$ cat src/qet_pkg.sv
// constants, field layout and helpers for the quadrature encoder timer block
// assumes one 16-bit register word per index on a simple strobe port
package qet_pkg;
  localparam int NUM_TMR = 3;
  localparam int NUM_PIN = 6;
  localparam int PIN_PER_TMR = 2;
  localparam int PIN_CNT_OFS = 0;
  localparam int PIN_DIR_OFS = 1;
  // register indices
  localparam logic [2:0] REG_CORE_CTRL = 3'h0;
  localparam logic [2:0] REG_CORE_CNT = 3'h1;
  localparam logic [2:0] REG_AUXA_CTRL = 3'h2;
  localparam logic [2:0] REG_AUXA_CNT = 3'h3;
  localparam logic [2:0] REG_AUXB_CTRL = 3'h4;
  localparam logic [2:0] REG_AUXB_CNT = 3'h5;
  localparam logic [2:0] REG_PRESC = 3'h6;
  // control fields, same position in every timer; bit 9 is F_OTL in the core and F_REMOTE in the aux timers
  localparam int F_SEL = 0;
  localparam int F_MODE = 3;
  localparam int F_RUN = 6;
  localparam int F_UD = 7;
  localparam int F_UDE = 8;
  localparam int F_OTL = 9;
  localparam int F_REMOTE = 9;
  localparam int F_OE = 10;
  localparam int F_RDIR = 11;
  localparam int F_CHDIR = 12;
  localparam int F_EDGE = 13;
  localparam logic [15:0] CORE_WMASK = 16'h37FF;
  localparam logic [15:0] AUX_WMASK = 16'h03FF;
  localparam logic [15:0] CTRL_RST = 16'h0000;
  localparam logic [15:0] CNT_RST = 16'h0000;
  localparam logic [15:0] CNT_TOP = 16'hFFFF;
  localparam logic [15:0] CNT_BOT = 16'h0000;
  localparam logic [15:0] CNT_ONE = 16'h0001;
  localparam logic [15:0] PRES_RST = 16'h0000;
  localparam logic [1:0] BASE_RST = 2'h1;
  localparam logic [3:0] PRES_MIN_SHIFT = 4'h2;
  localparam logic [2:0] ENC_SEL_CNT = 3'h1;
  localparam logic [2:0] CNT_SEL_OTL_ANY = 3'h7;
  localparam logic [1:0] EDGE_RISE = 2'h1;
  localparam logic [1:0] EDGE_FALL = 2'h2;
  localparam logic [1:0] EDGE_ANY = 2'h3;
  typedef enum logic [2:0] {
    MODE_TIMER = 3'h0,
    MODE_COUNT = 3'h1,
    MODE_GATE_LO = 3'h2,
    MODE_GATE_HI = 3'h3,
    MODE_ENC_ROT = 3'h6,
    MODE_ENC_EDGE = 3'h7
  } qet_mode_t;

  function automatic logic presTick(input logic [15:0] cnt, input logic [3:0] sh);
    logic [15:0] m;
    m = ~(CNT_TOP << sh);
    return (cnt & m) == m;
  endfunction : presTick

  function automatic logic [2:0] ctrlAddr(input int i);
    return (i == 0) ? REG_CORE_CTRL : ((i == 1) ? REG_AUXA_CTRL : REG_AUXB_CTRL);
  endfunction : ctrlAddr

  function automatic logic [2:0] cntAddr(input int i);
    return (i == 0) ? REG_CORE_CNT : ((i == 1) ? REG_AUXA_CNT : REG_AUXB_CNT);
  endfunction : cntAddr
endpackage : qet_pkg

$ cat src/qet_step_if.sv
// per-timer signals between the register side and the step decoder
// assumes all members are driven in the mclk domain
`timescale 1ns/100ps
interface qet_step_if;
  logic [2:0] mode;
  logic [2:0] sel;
  logic run;
  logic swDown;
  logic extDirEn;
  logic isAux;
  logic cntLvl;
  logic cntRise;
  logic cntFall;
  logic dirLvl;
  logic dirRise;
  logic dirFall;
  logic presTick;
  logic otlRise;
  logic otlFall;
  logic step;
  logic down;
  modport decoder(
    input mode, sel, run, swDown, extDirEn, isAux, cntLvl, cntRise, cntFall,
    input dirLvl, dirRise, dirFall, presTick, otlRise, otlFall,
    output step, down
  );
  modport owner(
    output mode, sel, run, swDown, extDirEn, isAux, cntLvl, cntRise, cntFall,
    output dirLvl, dirRise, dirFall, presTick, otlRise, otlFall,
    input step, down
  );
endinterface : qet_step_if

$ cat src/qet_timer_top.sv
// core timer with encoder interface and two auxiliary timers
// assumes pins synchronous-safe after two flops, register port strobes one cycle
`timescale 1ns/100ps
module qet_timer_top (
  // clock and reset
  input wire logic mclk,
  input wire logic rst,
  // register port
  input wire logic [2:0] regAddr,
  input wire logic [15:0] regWrData,
  input wire logic regWr,
  input wire logic regRd,
  output logic [15:0] regRdData,
  // count and phase pins
  input wire logic coreCountIn,
  input wire logic coreDirIn,
  input wire logic auxACountIn,
  input wire logic auxADirIn,
  input wire logic auxBCountIn,
  input wire logic auxBDirIn,
  // core timer outputs
  output logic timerOutputLine,
  output logic coreIrq
);

  ////////////////////////////////////////////////////////////////////////////
  // state

  logic [5:0] pinIn;
  logic [5:0] pinMeta_reg;
  logic [5:0] pinSync_reg;
  logic [5:0] pinPrev_reg;
  logic [5:0] pinRise;
  logic [5:0] pinFall;
  logic [15:0] ctrl_reg [0:2];
  logic [15:0] ctrl_next [0:2];
  logic [15:0] cnt_reg [0:2];
  logic [15:0] presCnt_reg;
  logic [1:0] baseSel_reg;
  logic [15:0] regRdData_reg;
  logic [15:0] rdMux;
  logic coreIrq_reg;
  logic timerOutputLine_reg;
  logic [2:0] step;
  logic [2:0] down;
  logic [2:0] wrCtrl;
  logic [2:0] wrCnt;
  logic coreOvf;
  logic otlRise;
  logic otlFall;
  logic encMode;
  logic rotMode;
  logic dirFlip;
  logic coreRun;

  assign pinIn = {auxBDirIn, auxBCountIn, auxADirIn, auxACountIn, coreDirIn, coreCountIn};
  assign regRdData = regRdData_reg;
  assign coreIrq = coreIrq_reg;
  assign timerOutputLine = timerOutputLine_reg;

  ////////////////////////////////////////////////////////////////////////////
  // input synchronisers

  always_ff @(posedge mclk) begin
    if (rst) begin
      pinMeta_reg <= 6'h00;
      pinSync_reg <= 6'h00;
      pinPrev_reg <= 6'h00;
    end else begin
      pinMeta_reg <= pinIn;
      pinSync_reg <= pinMeta_reg;
      pinPrev_reg <= pinSync_reg;
    end
  end

  // edges only from the stable pair; pulses faster than this are lost by design
  assign pinRise = pinSync_reg & ~pinPrev_reg;
  assign pinFall = ~pinSync_reg & pinPrev_reg;

  ////////////////////////////////////////////////////////////////////////////
  // prescaler

  always_ff @(posedge mclk) begin
    if (rst) begin
      presCnt_reg <= qet_pkg::PRES_RST;
    end else begin
      presCnt_reg <= presCnt_reg + qet_pkg::CNT_ONE;
    end
  end

  always_ff @(posedge mclk) begin
    if (rst) begin
      baseSel_reg <= qet_pkg::BASE_RST;
    end else if (regWr && regAddr == qet_pkg::REG_PRESC) begin
      baseSel_reg <= regWrData[1:0];
    end
  end

  ////////////////////////////////////////////////////////////////////////////
  // write decode

  always_comb begin
    for (int i = 0; i < qet_pkg::NUM_TMR; i++) begin
      wrCtrl[i] = regWr && (regAddr == qet_pkg::ctrlAddr(i));
      wrCnt[i] = regWr && (regAddr == qet_pkg::cntAddr(i));
    end
  end

  ////////////////////////////////////////////////////////////////////////////
  // per-timer step decoders

  assign coreRun = ctrl_reg[0][qet_pkg::F_RUN];

  for (genvar i = 0; i < qet_pkg::NUM_TMR; i++) begin : gUnit
    localparam int PC = i * qet_pkg::PIN_PER_TMR + qet_pkg::PIN_CNT_OFS;
    localparam int PD = i * qet_pkg::PIN_PER_TMR + qet_pkg::PIN_DIR_OFS;
    logic [3:0] presShift;
    qet_step_if sif();
    qet_step_decode uDec (
      .sif(sif.decoder)
    );
    assign presShift = qet_pkg::PRES_MIN_SHIFT + {2'h0, baseSel_reg} + {1'h0, ctrl_reg[i][qet_pkg::F_SEL +: 3]};
    assign sif.mode = ctrl_reg[i][qet_pkg::F_MODE +: 3];
    assign sif.sel = ctrl_reg[i][qet_pkg::F_SEL +: 3];
    assign sif.swDown = ctrl_reg[i][qet_pkg::F_UD];
    assign sif.extDirEn = ctrl_reg[i][qet_pkg::F_UDE];
    assign sif.isAux = (i != 0);
    if (i == 0) begin : gRunCore
      assign sif.run = coreRun;
    end else begin : gRunAux
      assign sif.run = ctrl_reg[i][qet_pkg::F_REMOTE] ? coreRun : ctrl_reg[i][qet_pkg::F_RUN];
    end
    assign sif.cntLvl = pinSync_reg[PC];
    assign sif.cntRise = pinRise[PC];
    assign sif.cntFall = pinFall[PC];
    assign sif.dirLvl = pinSync_reg[PD];
    assign sif.dirRise = pinRise[PD];
    assign sif.dirFall = pinFall[PD];
    assign sif.presTick = qet_pkg::presTick(presCnt_reg, presShift);
    assign sif.otlRise = otlRise;
    assign sif.otlFall = otlFall;
    assign step[i] = sif.step;
    assign down[i] = sif.down;
  end

  ////////////////////////////////////////////////////////////////////////////
  // counters

  always_ff @(posedge mclk) begin
    for (int i = 0; i < qet_pkg::NUM_TMR; i++) begin
      if (rst) begin
        cnt_reg[i] <= qet_pkg::CNT_RST;
      end else if (wrCnt[i]) begin
        cnt_reg[i] <= regWrData;
      end else if (step[i]) begin
        cnt_reg[i] <= down[i] ? cnt_reg[i] - qet_pkg::CNT_ONE : cnt_reg[i] + qet_pkg::CNT_ONE;
      end
    end
  end

  ////////////////////////////////////////////////////////////////////////////
  // core overflow and toggle latch

  assign coreOvf = step[0] & ~wrCnt[0] &
    (down[0] ? (cnt_reg[0] == qet_pkg::CNT_BOT) : (cnt_reg[0] == qet_pkg::CNT_TOP));

  assign otlRise = coreOvf & ~wrCtrl[0] & ~ctrl_reg[0][qet_pkg::F_OTL];
  assign otlFall = coreOvf & ~wrCtrl[0] & ctrl_reg[0][qet_pkg::F_OTL];

  assign encMode = (ctrl_reg[0][qet_pkg::F_MODE +: 3] == qet_pkg::MODE_ENC_ROT) ||
    (ctrl_reg[0][qet_pkg::F_MODE +: 3] == qet_pkg::MODE_ENC_EDGE);
  assign rotMode = ctrl_reg[0][qet_pkg::F_MODE +: 3] == qet_pkg::MODE_ENC_ROT;
  assign dirFlip = down[0] != ctrl_reg[0][qet_pkg::F_RDIR];

  ////////////////////////////////////////////////////////////////////////////
  // control registers

  always_comb begin
    for (int i = 0; i < qet_pkg::NUM_TMR; i++) begin
      ctrl_next[i] = ctrl_reg[i];
      if (wrCtrl[i]) begin
        ctrl_next[i] = (i == 0) ?
          ((ctrl_reg[i] & ~qet_pkg::CORE_WMASK) | (regWrData & qet_pkg::CORE_WMASK)) :
          ((ctrl_reg[i] & ~qet_pkg::AUX_WMASK) | (regWrData & qet_pkg::AUX_WMASK));
      end
    end
    if (coreOvf && !wrCtrl[0]) begin
      ctrl_next[0][qet_pkg::F_OTL] = ~ctrl_reg[0][qet_pkg::F_OTL];
    end
    if (encMode && step[0]) begin
      ctrl_next[0][qet_pkg::F_RDIR] = down[0];
      ctrl_next[0][qet_pkg::F_EDGE] = 1'b1;
      if (dirFlip) begin
        ctrl_next[0][qet_pkg::F_CHDIR] = 1'b1;
      end
    end
  end

  always_ff @(posedge mclk) begin
    for (int i = 0; i < qet_pkg::NUM_TMR; i++) begin
      if (rst) begin
        ctrl_reg[i] <= qet_pkg::CTRL_RST;
      end else begin
        ctrl_reg[i] <= ctrl_next[i];
      end
    end
  end

  ////////////////////////////////////////////////////////////////////////////
  // request and output line

  always_ff @(posedge mclk) begin
    if (rst) begin
      coreIrq_reg <= 1'b0;
    end else begin
      coreIrq_reg <= encMode & step[0] & (~rotMode | dirFlip);
    end
  end

  always_ff @(posedge mclk) begin
    if (rst) begin
      timerOutputLine_reg <= 1'b0;
    end else begin
      timerOutputLine_reg <= ctrl_reg[0][qet_pkg::F_OTL] & ctrl_reg[0][qet_pkg::F_OE];
    end
  end

  ////////////////////////////////////////////////////////////////////////////
  // read port

  always_comb begin
    case (regAddr)
      qet_pkg::REG_CORE_CTRL: rdMux = ctrl_reg[0];
      qet_pkg::REG_CORE_CNT: rdMux = cnt_reg[0];
      qet_pkg::REG_AUXA_CTRL: rdMux = ctrl_reg[1];
      qet_pkg::REG_AUXA_CNT: rdMux = cnt_reg[1];
      qet_pkg::REG_AUXB_CTRL: rdMux = ctrl_reg[2];
      qet_pkg::REG_AUXB_CNT: rdMux = cnt_reg[2];
      qet_pkg::REG_PRESC: rdMux = {14'h0000, baseSel_reg};
      default: rdMux = 16'h0000;
    endcase
  end

  // data stand for exactly one cycle so a stale value is never mistaken for a fresh read
  always_ff @(posedge mclk) begin
    if (rst) begin
      regRdData_reg <= 16'h0000;
    end else begin
      regRdData_reg <= regRd ? rdMux : 16'h0000;
    end
  end
endmodule : qet_timer_top

$ cat src/qet_step_decode.sv
// decides whether one timer steps this cycle and in which direction
// assumes edges come from synchronised samples, one cycle wide
`timescale 1ns/100ps
module qet_step_decode (
  // decoder side of one timer
  qet_step_if.decoder sif
);
  logic ownHit;
  logic otlHit;
  logic selHit;
  logic encCnt;
  logic encDir;
  logic encDown;
  logic dirDown;

  always_comb begin
    case (sif.sel[1:0])
      qet_pkg::EDGE_RISE: begin
        ownHit = sif.cntRise;
        otlHit = sif.otlRise;
      end
      qet_pkg::EDGE_FALL: begin
        ownHit = sif.cntFall;
        otlHit = sif.otlFall;
      end
      qet_pkg::EDGE_ANY: begin
        ownHit = sif.cntRise | sif.cntFall;
        otlHit = sif.otlRise | sif.otlFall;
      end
      default: begin
        ownHit = 1'b0;
        otlHit = 1'b0;
      end
    endcase
  end

  always_comb begin
    selHit = sif.sel[2] ? (sif.isAux & otlHit) : ownHit;
    encCnt = ~sif.sel[2] & sif.sel[0] & (sif.cntRise | sif.cntFall);
    encDir = ~sif.sel[2] & sif.sel[1] & (sif.dirRise | sif.dirFall);
    if (encCnt) begin
      encDown = sif.cntRise ? sif.dirLvl : ~sif.dirLvl;
    end else begin
      encDown = sif.dirRise ? ~sif.cntLvl : sif.cntLvl;
    end
    dirDown = sif.extDirEn ? (sif.dirLvl ^ sif.swDown) : sif.swDown;
    sif.step = 1'b0;
    sif.down = dirDown;
    case (sif.mode)
      qet_pkg::MODE_TIMER: begin
        sif.step = sif.run & sif.presTick;
      end
      qet_pkg::MODE_COUNT: begin
        sif.step = sif.run & selHit;
      end
      qet_pkg::MODE_GATE_LO, qet_pkg::MODE_GATE_HI: begin
        sif.step = sif.run & sif.presTick & (sif.cntLvl == sif.mode[0]);
      end
      qet_pkg::MODE_ENC_ROT, qet_pkg::MODE_ENC_EDGE: begin
        sif.step = sif.run & (encCnt | encDir);
        sif.down = encDown;
      end
      default: begin
        sif.step = 1'b0;
      end
    endcase
  end
endmodule : qet_step_decode

$ cat config.mk
export PLATFORM = sky130hd
export DESIGN_NAME = qet_timer_top
export DESIGN_NICKNAME = d
export VERILOG_FILES = /design/src/qet_pkg.sv /design/src/qet_step_if.sv /design/src/qet_timer_top.sv /design/src/qet_step_decode.sv
export SDC_FILE = /design/constraint.sdc
export NUM_CORES = 1
export LEC_CHECK = 0
export BUFFER_PORTS_ARGS = -buffer_cell sky130_fd_sc_hd__buf_2
export CAP_MARGIN = 40
export CORE_ASPECT_RATIO = 0.5
export CORE_UTILIZATION = 40
export DETAILED_ROUTE_END_ITERATION = 7
export PLACE_DENSITY_LB_ADDON = 0.2
export REMOVE_ABC_BUFFERS = 1
export SYNTH_ARGS = -nofsm -noshare
export SYNTH_HDL_FRONTEND = slang
export SYNTH_HIERARCHICAL = 1
export SYNTH_SLANG_ARGS = --single-unit
$ cat constraint.sdc
create_clock -name mclk -period 7.3 [get_ports mclk]
set_clock_uncertainty 0.1 [all_clocks]
set_input_delay 0.365 -clock mclk [delete_from_list [all_inputs] [get_ports mclk]]
set_output_delay 0.365 -clock mclk [all_outputs]
set_load 0.05 [all_outputs]
---- Yosys cells after proc, flatten, opt, wreduce, memory -nomap -nowiden ----
Memory sizes are Yosys's and may differ from the RTL's.
Cells that the tools add are included.
word-level totals
  flip-flop bits (word level) ............. 54
  RAM bits ................................ 96
  input bits .............................. 29
  output and inout port bits .............. 18
  memories ................................ 2
memories
  memory    depth  width  rd ports  clocked after memory_dff  wr ports  line                 text
  cnt_reg   3      16     3         0                         3         qet_timer_top.sv:37  logic [15:0] cnt_reg [0:2];
  ctrl_reg  3      16     3         0                         3         qet_timer_top.sv:35  logic [15:0] ctrl_reg [0:2];
operators by class
  add/sub/neg operators ................... 11
  eq/ne operators ......................... 38
  shift operators ......................... 3
  multiplexer cells ....................... 72
  bitwise logic cells ..................... 82
  reductions and logical operators ........ 23
operators by type and width
  operator                 count
  $mux W16                 15
  $pmux W16 S7             1
  $add A16 B1 Y16 const B  4
  $and A16 B16 Y16         3
  $eq A16 B16 Y1           3
  $not A16 Y16             3
  $shl A16 B4 Y16 const A  3
  $sub A16 B1 Y16 const B  3
  $mux W1                  47
  $and A1 B1 Y1            32
  $or A16 B10 Y16          2
  $eq A3 B3 Y1 const B     9
  $eq A3 B2 Y1 const B     8
  $or A1 B1 Y1             20
  $eq A16 B16 Y1 const B   1
  $logic_not A16 Y1        1
  $or A16 B14 Y16          1
  $pmux W1 S3              5
  $not A1 Y1               14
  $reduce_or A2 Y1         7
  $and A6 B6 Y6            2
  $eq A2 B2 Y1 const B     6
  $eq A3 B1 Y1 const B     4
  $logic_not A3 Y1         4
  13 further kinds         31

---- Longest topological paths before layout ----
  depth after elaboration ................. 23

---- Modules after synthesis ----
The synthesis kept the hierarchy.
by module, submodules not included
  module           instances  cells each  area an instance (µm²)  seq. area each (µm²)
  qet_timer_top    1          953         8311.7                  3183.1
  qet_step_decode  3          25          155.1                   0.0

---- Least setup slack after synthesis ----
OpenSTA, ideal clock, no wires.
  kind .................................... reg2reg
  start ................................... memory ctrl_reg[0][0]
  end ..................................... memory cnt_reg[2][0] (enable)
  data arrival time ....................... 4.258 ns
  data required time ...................... 6.828 ns
  setup slack ............................. 2.569 ns
  cell stages (with the launch flop) ...... 19
  cell sequence ........................... dfxtp_1 -> ha_1 -> inv_1 -> fa_1 -> nor2b_1 -> o22ai_1 -> a22oi_1 -> a31oi_1 -> a2111oi_0 -> a21oi_1 -> o22ai_2 -> o311a_1 -> nand2_1 -> nor4_1 -> a22oi_1 -> o22a_1 -> o21ai_0 -> o311a_1 -> or3_1
RTL lines
  item                line
  start: declaration  qet_timer_top.sv:35
  end: declaration    qet_timer_top.sv:37

==> impl_metrics.env <==
export IMPL_dieArea_um2=22580
export IMPL_vias=7877
export IMPL_clockBufferDepth=2
export IMPL_fmax_ghz=0.1720
export IMPL_rows=37
export IMPL_synth_adder_area_share_pct=8.781
export IMPL_post_synth_top_area_cell="dfxtp_1"
export IMPL_status="finished, final reports clean"
export IMPL_synth_top_family_by_area="compound AO/OA/AOI/OAI gates"
export IMPL_antenna_found_initial=1
export IMPL_whs_endpoint="pinMeta_reg[3]"
export IMPL_clock_sinks=135
export IMPL_clk_pin_slew_ns=0.07
export IMPL_finalCoreUtilization_pct=47.20
export IMPL_critPathLaunchType="flip-flop"
export IMPL_fin_area_um2=9920
export IMPL_synth_cell_types=71
export IMPL_post_cts_buffers=0
export IMPL_grt_pass1_vias=7332
export IMPL_drive_gt1_share_pct=11.48
export IMPL_cp_required_ns=7.26
export IMPL_ir_drop_mv=0.1203
export IMPL_ys_flop_type="dfxtp_1"
export IMPL_reg2reg_from="ctrl_reg[0][0]"
export IMPL_synth_area_per_cell_um2=8.538
export IMPL_end_kind="flip-flop"
export IMPL_yosys_area_share_xor_xnor_pct=6.386
export IMPL_finalSetupViolations=0
export IMPL_yosys_area_share_simple_pct=19.57
export IMPL_synth_area_um2=8777
export IMPL_grtUsageTotal_pct=24.06
export IMPL_route_detailed_drc=0
export IMPL_ff2ff_path_depth=18
export IMPL_p_total_uw=1933
export IMPL_powerDensity_nw_per_um2=194.9
export IMPL_coreArea_um2=21020
export IMPL_syn2layout_area_growth_pct=13.01
export IMPL_die_width_um=211.5
export IMPL_muxShareOfSynthArea_pct=3.806
export IMPL_htreeDepth=4
export IMPL_async_reset_ff_share_pct=0
export IMPL_synthCells=1028
export IMPL_finalHoldViolCount=0
export IMPL_reg2reg_to="cnt_reg[2][8]"
export IMPL_ctsResizeCount=0
export IMPL_largest_reg_flops=48
export IMPL_port_buffers=46
export IMPL_synth_seq_cells=135
export IMPL_avgRoutedWirePerCell_um=19.25
export IMPL_cp_max_fo=16
export IMPL_synth_top_cell_area_share_pct=19.84
export IMPL_cts_hold_buf=0
export IMPL_netlist_top_cells_area="dfxtp_1, edfxtp_1, ha_1"
export IMPL_filler_cell_count=2070
export IMPL_min_path_type="in -> reg"
export IMPL_synth_compound_area_share_pct=22.04
export IMPL_io_pins=47
export IMPL_min_path_cells=2
export IMPL_rrSetupSlack_ns=1.49
export IMPL_grt_max_degree=62
export IMPL_nets=1154
export IMPL_start_util_pct=41.76
export IMPL_grt_remaining_overflow=0
export IMPL_worstHoldStart="auxADirIn"
export IMPL_drt_first_iter_violations=674
export IMPL_cp_top_family="compound AO/OA/AOI/OAI gates"
export IMPL_critPathKind="reg -> reg"
export IMPL_dp_cells=1340
export IMPL_grt_setup_unrepaired="no"
export IMPL_multi_input_area_um2=5334
export IMPL_report_final_slew_viol_count=0
export IMPL_crit_buf_inv=1
export IMPL_path_cells="ha_1 -> inv_1 -> fa_1 -> nor2b_1 -> o22ai_1 -> a22oi_1 -> a31oi_1 -> a2111oi_0 -> a21oi_1 -> o22ai_2 -> o311a_1 -> nand2_1 -> nor4_1 -> a22oi_1 -> o22a_1 -> o21ai_0 -> o311a_1 -> or3_1"
export IMPL_dieHeight_um=106.7
export IMPL_synth_edf_count=48
export IMPL_gp_congestion=0.9347
export IMPL_max_stage_delay_ns=0.66
export IMPL_grt_pass1_wl_um=41450
export IMPL_yosysWarningCount=6
export IMPL_ys_seq_area_share_pct=36.27
export IMPL_leakagePower_uw=0.003872
export IMPL_drt_pass1_iter_count=6
export IMPL_antenna_cells=0
export IMPL_clkLatencyLatePin_ns=0.44
export IMPL_cpMaxStageDelayCell="or3_1"
export IMPL_period_minus_slack_ns=5.814
export IMPL_cts_root_buffer="clkbuf_16"
export IMPL_dpl_cell_area_um2=9314
export IMPL_worst_slew_pin_slew_ns=0.8888
export IMPL_drv_cap=0
export IMPL_cts_made_buffers=17
export IMPL_routed_via_density=5.741
export IMPL_tns_ns=0
export IMPL_cts_tree="done"
export IMPL_dp_final_hpwl_um=18840
export IMPL_drt_wl_total_um=26410
export IMPL_ff_latch_area_um2=3183
export IMPL_arrival_ns=5.78
export IMPL_fin_cells=1372
export IMPL_drtAntennaViolNets=0
export IMPL_slew_headroom_pct=40.75
export IMPL_period_share_pct=79.65
[worst reg2reg max path, stage by stage, from the launching register on]
cell and delay (ns):
dfxtp_1 0.43, ha_1 0.21, inv_1 0.06, fa_1 0.60, nor2b_1 0.23, o22ai_1 0.12, a22oi_1 0.16, a31oi_1 0.10
a2111oi_0 0.65, a21oi_1 0.16, o22ai_2 0.18, o311a_1 0.23, nand2_1 0.12, nor4_1 0.50, a22oi_1 0.16, o22a_1 0.21
o21ai_0 0.17, o311a_1 0.40, or3_1 0.66
[metrics by stage]
| step | setup WS [ns] | hold WS (ns) |
|---|---|---|
| global route | 0.9727 | 0.04197 |
| floorplan | 2.569 | 0.3138 |
| global placement | 1.858 | 0.3182 |
| finish | 1.486 | 0.03738 |
| detailed placement | 1.584 | 0.3217 |
| CTS | 1.552 | 0.02640 |
[placed cells by master, fill, tap and decap left out, types with 12 or more instances in the layout]
cell,count
dfxtp_1,87
clkbuf_16,19
inv_1,34
mux2i_1,12
nand3_1,25
edfxtp_1,48
a21oi_1,86
buf_2,45
o21ai_0,57
nand2_1,150
nor2b_1,41
a21o_1,19
xor2_1,30
ha_1,52
xnor2_1,34
nor2_1,99
a31oi_1,14
a22oi_1,26
mux2_2,17
[how the worst max path moves through the flow]
stage | from | endpoint | slack [ns] | cells after the start
floorplan | ctrl_reg[0][0] | cnt_reg[2][0] | 2.57 | 18
global placement | ctrl_reg[0][0] | cnt_reg[2][1] | 1.86 | 18
detailed placement | ctrl_reg[0][0] | cnt_reg[2][1] | 1.58 | 18
CTS | ctrl_reg[0][0] | cnt_reg[2][8] | 1.55 | 18
global route | ctrl_reg[0][0] | cnt_reg[2][9] | 0.97 | 18
finish | ctrl_reg[0][0] | cnt_reg[2][8] | 1.49 | 18
[final cells by class]
| type | count | share of cell area [%] |
|---|---|---|
| clock buffer | 19 | 4.793 |
| clock inverter | 13 | 1.312 |
| inverter | 34 | 1.287 |
| multi-input combinational | 824 | 53.77 |
| sequential | 135 | 32.09 |
| tap | 292 | 3.683 |
| timing repair buffer | 55 | 3.065 |
[cell usage after synthesis, types with 6 or more instances]
library cell and instances:
a21o_1 19, a21oi_1 86, a22oi_1 26, a31oi_1 14
and3_1 8, clkbuf_1 28, dfxtp_1 87, edfxtp_1 48
fa_1 6, ha_1 52, inv_1 34, mux2_2 17
mux2i_1 12, nand2_1 150, nand2b_1 7, nand3_1 25
nand4_1 11, nor2_1 99, nor2b_1 41, nor3_1 7
nor4_1 9, o21ai_0 60, o21bai_1 7, o22a_1 10
xnor2_1 34, xor2_1 30
[power by group]
part	total (uW)	internal (uW)	switching, uW
clock network	891	518	373
registers	830	803	26.5
logic	213	76.7	136
[kinds of logic after synthesis]
kind of cell,count (synthesis)
simple gates,377
mux,30
buf+inv,70
flops,135
xor+xnor,64
other cells,2
compound gates,292
fa+ha+maj,58
[per-layer routing]
metal	vias up	routed length (um)	GRT usage, %
met2	296	11590	37.22
met4	2	429	6.884
met3	36	2065	5.243
li1	3788	-	-
met1	3755	12320	33.58
met5	-	9	0
Note: power is estimated with default switching activity, not from simulation.
